**src/core/slc_pkg.sv**
```systemverilog
// Package of constants, types and timing for the stall-prevention supervisor
package slc_pkg;
    // ------------------------------------------------------------
    // Register map, byte offsets
    // ------------------------------------------------------------
    localparam logic [7:0] SLC_OFF_LEVEL = 8'h00;
    localparam logic [7:0] SLC_OFF_HS_FACTOR = 8'h04;
    localparam logic [7:0] SLC_OFF_LEVEL2 = 8'h08;
    localparam logic [7:0] SLC_OFF_RED_FREQ = 8'h0c;
    localparam logic [7:0] SLC_OFF_OP_SEL = 8'h10;
    localparam logic [7:0] SLC_OFF_OUT_TIMER = 8'h14;
    localparam logic [7:0] SLC_OFF_LIM_SW = 8'h18;
    localparam logic [7:0] SLC_OFF_TERM_FUNC = 8'h1c;
    localparam logic [7:0] SLC_OFF_USER_GRP = 8'h20;
    localparam logic [7:0] SLC_OFF_FAST_LIMIT = 8'h24;
    localparam logic [7:0] SLC_OFF_MAX_FREQ = 8'h28;
    localparam logic [7:0] SLC_OFF_STATUS = 8'h2c;
    localparam logic [7:0] SLC_OFF_CTRL = 8'h30;
    // ------------------------------------------------------------
    // Settings: levels in 0.1 %, frequency in 0.01 Hz, timer in 0.1 s
    // ------------------------------------------------------------
    localparam logic [15:0] SLC_RESERVED = 16'h270f;
    localparam logic [15:0] SLC_LEVEL_RST = 16'h05dc;
    localparam logic [15:0] SLC_RED_FREQ_RST = 16'h1388;
    localparam logic [15:0] SLC_FAST_LIMIT_RST = 16'h07d0;
    localparam logic [15:0] SLC_MAX_FREQ_RST = 16'h9c40;
    localparam logic [15:0] SLC_ONE_HZ = 16'h0064;
    localparam logic [15:0] SLC_FIVE_HZ = 16'h01f4;
    localparam logic [15:0] SLC_TERM_POS = 16'h0003;
    localparam logic [15:0] SLC_TERM_NEG = 16'h0067;
    localparam logic [15:0] SLC_OP_ALT0 = 16'h0064;
    localparam logic [15:0] SLC_OP_ALT1 = 16'h0065;
    localparam logic [15:0] SLC_OP_MAX = 16'h001f;
    localparam int SLC_CTRL_CLR_TRIP = 0;
    // ------------------------------------------------------------
    // Timing
    // ------------------------------------------------------------
    localparam int SLC_CLK_PERIOD_NS = 20;
    localparam int SLC_TICK_PERIOD_NS = 1000000;
    localparam int SLC_TICK_CYCLES = SLC_TICK_PERIOD_NS / SLC_CLK_PERIOD_NS;
    localparam int SLC_OL_MIN_MS = 100;
    localparam int SLC_TRIP_HOLD_MS = 3000;
    localparam int SLC_TIMER_UNIT_MS = 100;
    localparam logic [15:0] SLC_OL_MIN_TICKS =
        16'((SLC_OL_MIN_MS * 1000000 + SLC_TICK_PERIOD_NS - 1) / SLC_TICK_PERIOD_NS);
    // Wide product: hold time in ns overflows a 32-bit int
    localparam logic [15:0] SLC_TRIP_TICKS =
        16'((longint'(SLC_TRIP_HOLD_MS) * 1000000 + SLC_TICK_PERIOD_NS - 1) / SLC_TICK_PERIOD_NS);
    localparam logic [7:0] SLC_TIMER_UNIT_TICKS =
        8'((SLC_TIMER_UNIT_MS * 1000000) / SLC_TICK_PERIOD_NS);
    // ------------------------------------------------------------
    // Types
    // ------------------------------------------------------------
    typedef enum logic [2:0] {
        SLC_PH_ACCEL = 3'b001,
        SLC_PH_CONST = 3'b010,
        SLC_PH_DECEL = 3'b100
    } slc_phase_t;
    typedef enum logic [2:0] {
        SLC_OL_OFF = 3'b001,
        SLC_OL_WAIT = 3'b010,
        SLC_OL_ON = 3'b100
    } slc_ol_state_t;
    typedef struct packed {
        logic [15:0] out_current;
        logic [15:0] torque_current;
        logic [15:0] out_freq;
        slc_phase_t phase;
    } slc_meas_t;
    typedef struct packed {
        logic hold;
        logic dec;
        logic inc;
    } slc_ramp_t;
endpackage

```
**src/core/slc_stall_guard.sv**
```systemverilog
// Stall-prevention supervisor with APB settings and stall-active output
//
// Implementation choices: the address map and the APB interface to the registers.
`timescale 1ns/1ps
`default_nettype none
module slc_stall_guard
    import slc_pkg::*;
#(
    parameter int TICK_CYCLES = SLC_TICK_CYCLES
) (
    input wire logic CLK_SYS,
    input wire logic RST_N,
    input wire logic PSEL,
    input wire logic PENABLE,
    input wire logic PWRITE,
    input wire logic [7:0] PADDR,
    input wire logic [31:0] PWDATA,
    output logic [31:0] PRDATA,
    output logic PREADY,
    output logic PSLVERR,
    input wire slc_meas_t MEAS,
    input wire logic SECOND_FUNCTION_SELECT,
    input wire logic REGEN_AVOID_ACTIVE,
    input wire logic OVERVOLTAGE_STALL,
    output slc_ramp_t RAMP_CMD,
    output logic OUTPUT_SHUTOFF,
    output logic STALL_ACTIVE_OUTPUT,
    output logic STALL_TRIP_FAULT
);
    function automatic logic [15:0] scale_permille(input logic [15:0] v, input logic [15:0] f);
        logic [47:0] p;
        p = 48'(v) * 48'(f) * 48'd1049;
        return p[35:20];
    endfunction

    // ------------------------------------------------------------
    // Control tick
    // ------------------------------------------------------------
    logic tick;
    slc_tick_div #(.DIV(TICK_CYCLES)) u_div (
        .clk(CLK_SYS),
        .rst_n(RST_N),
        .tick(tick)
    );

    // ------------------------------------------------------------
    // APB settings
    // ------------------------------------------------------------
    logic [15:0] level_q, hs_factor_q, level2_q, red_freq_q, op_sel_q, timer_q;
    logic [15:0] term_q, ugrp_q, fast_limit_q, max_freq_q;
    logic lim_sw_q;
    logic [31:0] prdata_q;
    logic [31:0] status;
    logic [31:0] rd_mux;
    logic acc, wr, is_setting, is_mapped, wr_locked, wr_ok, clr_trip;
    assign acc = PSEL && PENABLE;
    assign wr = acc && PWRITE;
    assign is_setting = (PADDR <= SLC_OFF_TERM_FUNC) && (PADDR[1:0] == 2'b00);
    assign is_mapped = (PADDR <= SLC_OFF_CTRL) && (PADDR[1:0] == 2'b00);
    assign wr_locked = is_setting && (ugrp_q != 16'h0000);
    assign wr_ok = wr && is_mapped && !wr_locked && (PADDR != SLC_OFF_STATUS);
    assign clr_trip = wr_ok && (PADDR == SLC_OFF_CTRL) && PWDATA[SLC_CTRL_CLR_TRIP];
    assign PREADY = 1'b1;
    assign PSLVERR = acc && (!is_mapped || (PWRITE && wr_locked));
    assign PRDATA = prdata_q;

    always_ff @(posedge CLK_SYS) begin
        if (!RST_N) begin
            level_q <= SLC_LEVEL_RST;
            hs_factor_q <= SLC_RESERVED;
            level2_q <= SLC_RESERVED;
            red_freq_q <= SLC_RED_FREQ_RST;
            op_sel_q <= 16'h0000;
            timer_q <= 16'h0000;
            lim_sw_q <= 1'b0;
            term_q <= SLC_TERM_POS;
            ugrp_q <= 16'h0000;
            fast_limit_q <= SLC_FAST_LIMIT_RST;
            max_freq_q <= SLC_MAX_FREQ_RST;
        end else if (wr_ok) begin
            case (PADDR)
                SLC_OFF_LEVEL: level_q <= PWDATA[15:0];
                SLC_OFF_HS_FACTOR: hs_factor_q <= PWDATA[15:0];
                SLC_OFF_LEVEL2: level2_q <= PWDATA[15:0];
                SLC_OFF_RED_FREQ: red_freq_q <= PWDATA[15:0];
                SLC_OFF_OP_SEL: op_sel_q <= PWDATA[15:0];
                SLC_OFF_OUT_TIMER: timer_q <= PWDATA[15:0];
                SLC_OFF_LIM_SW: lim_sw_q <= PWDATA[0];
                SLC_OFF_TERM_FUNC: term_q <= PWDATA[15:0];
                SLC_OFF_USER_GRP: ugrp_q <= PWDATA[15:0];
                SLC_OFF_FAST_LIMIT: fast_limit_q <= PWDATA[15:0];
                SLC_OFF_MAX_FREQ: max_freq_q <= PWDATA[15:0];
                default: ;
            endcase
        end
    end

    always_comb begin
        case (PADDR)
            SLC_OFF_LEVEL: rd_mux = {16'h0000, level_q};
            SLC_OFF_HS_FACTOR: rd_mux = {16'h0000, hs_factor_q};
            SLC_OFF_LEVEL2: rd_mux = {16'h0000, level2_q};
            SLC_OFF_RED_FREQ: rd_mux = {16'h0000, red_freq_q};
            SLC_OFF_OP_SEL: rd_mux = {16'h0000, op_sel_q};
            SLC_OFF_OUT_TIMER: rd_mux = {16'h0000, timer_q};
            SLC_OFF_LIM_SW: rd_mux = {31'h00000000, lim_sw_q};
            SLC_OFF_TERM_FUNC: rd_mux = {16'h0000, term_q};
            SLC_OFF_USER_GRP: rd_mux = {16'h0000, ugrp_q};
            SLC_OFF_FAST_LIMIT: rd_mux = {16'h0000, fast_limit_q};
            SLC_OFF_MAX_FREQ: rd_mux = {16'h0000, max_freq_q};
            SLC_OFF_STATUS: rd_mux = status;
            default: rd_mux = 32'h00000000;
        endcase
    end

    // Read data is captured in the setup cycle, valid through the access
    always_ff @(posedge CLK_SYS) begin
        if (!RST_N) begin
            prdata_q <= 32'h00000000;
        end else if (PSEL && !PENABLE) begin
            prdata_q <= PWRITE ? 32'h00000000 : rd_mux;
        end
    end

    // ------------------------------------------------------------
    // Active level and comparison
    // ------------------------------------------------------------
    logic [4:0] op_code;
    logic fast_en, phase_en, tq_off, hs_active;
    logic [15:0] base_level, act_level, compared;
    logic over_d, over_q;
    // Codes 100/101 map onto 0/1; unknown codes behave as 0
    assign op_code = (op_sel_q == SLC_OP_ALT1) ? 5'h01 :
                     (op_sel_q <= SLC_OP_MAX) ? op_sel_q[4:0] : 5'h00;
    assign fast_en = !op_code[0];
    assign phase_en = (MEAS.phase == SLC_PH_ACCEL) ? !op_code[1] :
                      (MEAS.phase == SLC_PH_CONST) ? !op_code[2] : !op_code[3];
    assign base_level = (SECOND_FUNCTION_SELECT && level2_q != SLC_RESERVED) ?
                        level2_q : level_q;
    // Reserved factor leaves the level flat over the whole range
    assign hs_active = (hs_factor_q != SLC_RESERVED) && (MEAS.out_freq > red_freq_q);
    assign act_level = hs_active ? scale_permille(base_level, hs_factor_q) : base_level;
    assign compared = lim_sw_q ? MEAS.torque_current : MEAS.out_current;
    assign tq_off = lim_sw_q && (MEAS.phase == SLC_PH_DECEL) && (MEAS.out_freq <= SLC_FIVE_HZ);
    assign over_d = (act_level != 16'h0000) && (compared > act_level) && phase_en && !tq_off;

    always_ff @(posedge CLK_SYS) begin
        if (!RST_N) begin
            over_q <= 1'b0;
        end else if (tick) begin
            over_q <= over_d;
        end
    end

    // ------------------------------------------------------------
    // Ramp steering and fast shut-off
    // ------------------------------------------------------------
    slc_ramp_t ramp_d, ramp_q;
    logic fast_off_q;
    always_comb begin
        ramp_d = '0;
        if (over_q) begin
            case (MEAS.phase)
                SLC_PH_ACCEL: ramp_d.hold = 1'b1;
                SLC_PH_CONST: ramp_d.dec = 1'b1;
                SLC_PH_DECEL: begin
                    if (lim_sw_q && MEAS.out_freq < max_freq_q) begin
                        ramp_d.inc = 1'b1;
                    end else begin
                        ramp_d.hold = 1'b1;
                    end
                end
                default: ramp_d = '0;
            endcase
        end
    end

    always_ff @(posedge CLK_SYS) begin
        if (!RST_N) begin
            ramp_q <= '0;
            fast_off_q <= 1'b0;
        end else begin
            ramp_q <= ramp_d;
            fast_off_q <= fast_en && (MEAS.out_current > fast_limit_q);
        end
    end
    assign RAMP_CMD = ramp_q;

    // ------------------------------------------------------------
    // Stall-active output timing
    // ------------------------------------------------------------
    slc_ol_state_t ol_st_q, ol_st_d;
    logic [15:0] ol_cnt_q, ol_cnt_d;
    logic [23:0] delay_ticks;
    logic [23:0] wait_cnt_q;
    logic evt, ol_q, pin_q;
    assign evt = over_q || REGEN_AVOID_ACTIVE || OVERVOLTAGE_STALL;
    assign delay_ticks = 24'(timer_q) * 24'(SLC_TIMER_UNIT_TICKS);
    assign ol_q = (ol_st_q == SLC_OL_ON);

    always_comb begin
        ol_st_d = ol_st_q;
        ol_cnt_d = ol_cnt_q;
        case (ol_st_q)
            SLC_OL_OFF: begin
                ol_cnt_d = 16'h0000;
                if (evt && timer_q != SLC_RESERVED) begin
                    ol_st_d = (timer_q == 16'h0000) ? SLC_OL_ON : SLC_OL_WAIT;
                end
            end
            SLC_OL_WAIT: begin
                if (!evt || timer_q == SLC_RESERVED) begin
                    ol_st_d = SLC_OL_OFF;
                end else if (wait_cnt_q + 24'h000001 >= delay_ticks) begin
                    ol_st_d = SLC_OL_ON;
                end
            end
            SLC_OL_ON: begin
                if (ol_cnt_q < SLC_OL_MIN_TICKS) begin
                    ol_cnt_d = ol_cnt_q + 16'h0001;
                end
                if (!evt && ol_cnt_q >= SLC_OL_MIN_TICKS) begin
                    ol_st_d = SLC_OL_OFF;
                end
            end
            default: ol_st_d = SLC_OL_OFF;
        endcase
    end

    always_ff @(posedge CLK_SYS) begin
        if (!RST_N) begin
            ol_st_q <= SLC_OL_OFF;
            ol_cnt_q <= 16'h0000;
            wait_cnt_q <= 24'h000000;
        end else if (tick) begin
            ol_st_q <= ol_st_d;
            ol_cnt_q <= ol_cnt_d;
            wait_cnt_q <= (ol_st_q == SLC_OL_WAIT) ? wait_cnt_q + 24'h000001 : 24'h000000;
        end
    end

    // Other terminal functions belong elsewhere; this pin idles low then
    always_ff @(posedge CLK_SYS) begin
        if (!RST_N) begin
            pin_q <= 1'b0;
        end else begin
            pin_q <= (term_q == SLC_TERM_POS) ? ol_q :
                     (term_q == SLC_TERM_NEG) ? !ol_q : 1'b0;
        end
    end
    assign STALL_ACTIVE_OUTPUT = pin_q;

    // ------------------------------------------------------------
    // Stall trip: low-frequency stall, or codes 16 to 31 with the stall output on
    // ------------------------------------------------------------
    logic [15:0] trip_cnt_q;
    logic trip_q, trip_set, low_stall;
    assign low_stall = over_q && (MEAS.out_freq <= SLC_ONE_HZ);
    assign trip_set = tick && ((low_stall && trip_cnt_q == SLC_TRIP_TICKS - 16'h0001) ||
                               (op_code[4] && ol_q));
    always_ff @(posedge CLK_SYS) begin
        if (!RST_N) begin
            trip_cnt_q <= 16'h0000;
            trip_q <= 1'b0;
        end else begin
            if (tick) begin
                trip_cnt_q <= low_stall ? trip_cnt_q + 16'h0001 : 16'h0000;
            end
            // Set wins over a simultaneous clear
            trip_q <= trip_set || (trip_q && !clr_trip);
        end
    end
    assign STALL_TRIP_FAULT = trip_q;
    assign OUTPUT_SHUTOFF = fast_off_q || trip_q;
    assign status = {24'h000000, ol_st_q, over_q, fast_off_q, ol_q, trip_q, pin_q};
endmodule
`default_nettype wire

```
**src/core/slc_tick_div.sv**
```systemverilog
// Control-cycle enable divider for the stall-prevention supervisor
`timescale 1ns/1ps
`default_nettype none
module slc_tick_div #(
    parameter int DIV = 50000
) (
    input wire logic clk,
    input wire logic rst_n,
    output logic tick
);
    if (DIV < 2 || DIV > 65536) begin : g_div_check
        $error("slc_tick_div: DIV out of range");
    end
    logic [15:0] cnt_q;
    logic last;
    assign last = (cnt_q == 16'(DIV - 1));
    always_ff @(posedge clk) begin
        if (!rst_n) begin
            cnt_q <= 16'h0000;
        end else begin
            cnt_q <= last ? 16'h0000 : cnt_q + 16'h0001;
        end
    end
    assign tick = last;
endmodule
`default_nettype wire
```
**config.mk**
```make
export PLATFORM = sky130hd
export DESIGN_NAME = slc_stall_guard
export DESIGN_NICKNAME = d
export VERILOG_FILES = /design/src/core/slc_pkg.sv /design/src/core/slc_stall_guard.sv /design/src/core/slc_tick_div.sv
export SDC_FILE = /design/constraint.sdc
export NUM_CORES = 2
export LEC_CHECK = 0
export ABC_AREA = 1
export CORE_ASPECT_RATIO = 1.5
export CORE_MARGIN = 4
export CORE_UTILIZATION = 35
export DETAILED_ROUTE_END_ITERATION = 8
export DONT_BUFFER_PORTS = 1
export SYNTH_ARGS = -nofsm -noshare
export SYNTH_HDL_FRONTEND = slang
export SYNTH_HIERARCHICAL = 1
export SYNTH_SLANG_ARGS = --single-unit
```
**constraint.sdc**
```tcl
create_clock -name CLK_SYS -period 31.9 [get_ports CLK_SYS]
set_input_delay 6.38 -clock CLK_SYS [delete_from_list [all_inputs] [get_ports CLK_SYS]]
set_output_delay 6.38 -clock CLK_SYS [all_outputs]
set_load 0.02 [all_outputs]
```
==> run metrics <==
status=complete, no violations; Die Height=359.8 um; MaxCap Viol Count=0; Sw Share=0.2879; antenna viol nets, final=0; Post-Synthesis Cells=3,869; Critical Path AT=19.85 ns; worst vdd ir=41.85 uV; post-route minimum period=19.38 ns; total leakage power=14.75 nW; # fillers=8,571; number of synthesized flops with an enable pin=0; max frequency=0.05161 GHz; clk sinks=259; Fin Setup TNS=0 ns; Flop pwr share=0.420; die area=87,260 sq um; Worst-path clk slew=0.07 ns; Critical Path End=over_q; layout cells sized above 1=0.03196; Slew HR=0.1870; final setup fails=0; Total GRT Usage=0.2115; register area share after synthesis=0.1795; Buffers on Ports=0; setup bufs post-CTS=0; Crit. End Element=flip-flop; Final Hold Vio Count=0; antenna violations before repair=3; number of gates resized after cts=0; area of the core=81,520 sq um; GP Congestion=1.010; Starting DRT DRC Count=1,774; DR WL met2=47,230 um; Synthesis Warnings=6; die width=242.5 um; starting density of the core=0.3542; Min Hold Slack=0.4432 ns; worst skew pair latency=0.58 ns; via-per-instance ratio=5.183; Setup crit start kind=input pin; Least-Margin Pin Slew=1.207 ns; M1 WL=34,620 um; Mapped Area=28,880 sq um; syn avg cell area=7.464 sq um; largest net degree at the start of global routing=138; cell internal pwr=0.0005490 W; Top reg by flops=wait_cnt_q; TritonRoute pass-1 iters=6; Top Layer Used=met4; final period utilization=0.6074; P&R area growth vs syn=6.144%; vias in the first global route=25,208; critical path's largest stage delay=1.10 ns; Clock Power Share=0.424; H-tree depth=1; total congestion overflow=0; Top FF cell, synth=dfxtp_1; routed length on met3=6250 um; Post-DP HPWL=77,650 um; clock tree root buffer cell=clkbuf_16; Distinct cells, synth=64; Hold Buf Count CTS=0; Worst Hold Launch=ol_cnt_q[7]; Antenna Cells=0; CP required=32.37 ns; Via Count=25,175; reg-to-reg setup timing slack=17.58 ns; RSZ-0062 raised after global routing=no; async set-or-reset flop fraction in the synthesized netlist=0; CTS tree=yes; Critical Path Fanout Max=30; Num CTS Buffers=27; Power Density=25.16 nW/um^2; worst-case clock skew=0.04479 ns; nets=4,560; Routed WL=94,760 um; slowest cell on the critical path=o21ai_0; Net Switching=0.0002220 W; Clock Path Buffers=3; max-slew violations=0; Logic pwr share=0.156; WS Path Type=in -> reg; first-pass GRT wire length=144,600 um; Avg WL per Cell=19.51 um; FP Rows=128; Hold WC Path Type=reg -> reg; register bit total from synthesis=259; max FFs per register=24; capture point of the worst reg-to-reg path=over_q; critical path launch point=SECOND_FUNCTION_SELECT; IO Pins=139; drt drc=0; worst r2r path cells=55; Reg2Reg Launch Point=level2_q[6]
critical path: cells and delay by family:
kind                     cells  cell delay, ns
AND/OR/NAND/NOR             21            3.48
adder cells (fa/ha/maj)     14            6.09
buffers and inverters       10            1.19
AO/OA/AOI/OAI                5            2.00
XOR/XNOR                     1            0.68
through the flow:
stage	area, sq um	total power [W]	utilization	setup WS [ns]	instances
after floorplan	28930	0.0004242	-	15.35	3884
after global placement	29760	0.0004501	0.3650	12.21	4808
after detailed placement	29760	0.0004508	0.3650	12.13	4808
after CTS	30650	0.0007763	0.3760	12.76	4857
after global routing	30650	0.0008049	0.3760	11.99	4857
final	30650	0.0007711	0.3760	12.52	4857
worst min-delay path by stage:
stage               slack, ns  cells after the start      endpoint
CTS                      0.45                      2  ol_cnt_q[14]
global route             0.46                      2  ol_cnt_q[12]
global placement         0.43                      2  ol_cnt_q[13]
floorplan                0.42                      2  ol_cnt_q[14]
finish                   0.44                      2   ol_cnt_q[7]
detailed placement       0.43                      2   ol_cnt_q[7]
power by group through the flow:
| stage | combinational (W) | clock [W] | sequential, W |
|---|---|---|---|
| after detailed placement | 0.000119 | 0 | 0.000331 |
| final | 0.000120 | 0.000327 | 0.000324 |
| after CTS | 0.000120 | 0.000332 | 0.000324 |
| after floorplan | 0.0000929 | 0 | 0.000331 |
| after global routing | 0.000136 | 0.000345 | 0.000324 |
| after global placement | 0.000119 | 0 | 0.000331 |
cell families after synthesis:
group,after synthesis,synth area share
fa+ha+maj,664,0.3540
flops,259,0.1795
compound gates,712,0.1374
buf+inv,920,0.1240
simple gates,1236,0.1817
xor+xnor,76,0.02305
other cells,2,0.0002601
cells in the final DEF, fill, tap and decap left out, types with 11 or more instances in the layout:
cell type,count
o21bai_1,14
xor2_1,47
fa_1,255
o21ai_0,219
nor3_1,58
buf_4,21
o21ai_1,12
nand4_1,41
nor2_1,367
inv_1,765
a21oi_1,319
clkbuf_16,27
conb_1,17
dfxtp_1,259
nor4_1,18
xnor2_1,29
ha_1,409
a31oi_1,11
o22ai_1,46
nor3b_1,12
nand2_1,593
inv_2,11
a221oi_1,24
nand3_1,94
synthesized netlist by cell type (7+ instances only):
| cell | number | area, sq um |
|---|---|---|
| nor3_1 | 58 | 290.3 |
| inv_1 | 765 | 2872 |
| a211oi_1 | 10 | 75.07 |
| xnor2_1 | 29 | 254.0 |
| nor3b_1 | 12 | 90.09 |
| nand3_1 | 94 | 470.5 |
| a221oi_1 | 24 | 210.2 |
| nand2_1 | 593 | 2226 |
| o211ai_1 | 10 | 75.07 |
| buf_2 | 20 | 100.1 |
| xor2_1 | 47 | 411.6 |
| nor4_1 | 19 | 118.9 |
| buf_4 | 21 | 157.7 |
| nor2_1 | 367 | 1378 |
| a31oi_1 | 11 | 68.82 |
| nor2_2 | 9 | 56.30 |
| inv_2 | 11 | 41.29 |
| o22ai_1 | 46 | 287.8 |
| fa_1 | 255 | 5105 |
| o21a_1 | 8 | 60.06 |
| clkinv_1 | 7 | 26.28 |
| o21ai_2 | 7 | 61.31 |
| a21oi_1 | 319 | 1597 |
| o21ai_0 | 220 | 1101 |
| o21ai_1 | 11 | 55.05 |
| clkbuf_1 | 90 | 337.8 |
| nand4_1 | 41 | 256.5 |
| o21bai_1 | 14 | 105.1 |
| dfxtp_1 | 259 | 5185 |
| ha_1 | 409 | 5117 |
layer usage:
| metal | vias up | global-route usage |
|---|---|---|
| met5 | - | 0 |
| met4 | 0 | 0.1206 |
| met3 | 249 | 0.03976 |
| met2 | 785 | 0.3861 |
| met1 | 11947 | 0.2280 |
| li1 | 12194 | - |
final cells by class:
| cell class | instances | area (sq um) | share of cell area |
|---|---|---|---|
| well taps | 1040 | 1301 | 0.04245 |
| inverters | 783 | 2939 | 0.09589 |
| multi-input cells | 2705 | 20170 | 0.6581 |
| flip-flops and latches | 259 | 5185 | 0.1692 |
| clock inverters | 13 | 136.4 | 0.004449 |
| clock buffers | 36 | 759.5 | 0.02478 |
| repair buffers | 21 | 157.7 | 0.005143 |
Note: power is estimated with default switching activity, not from simulation.
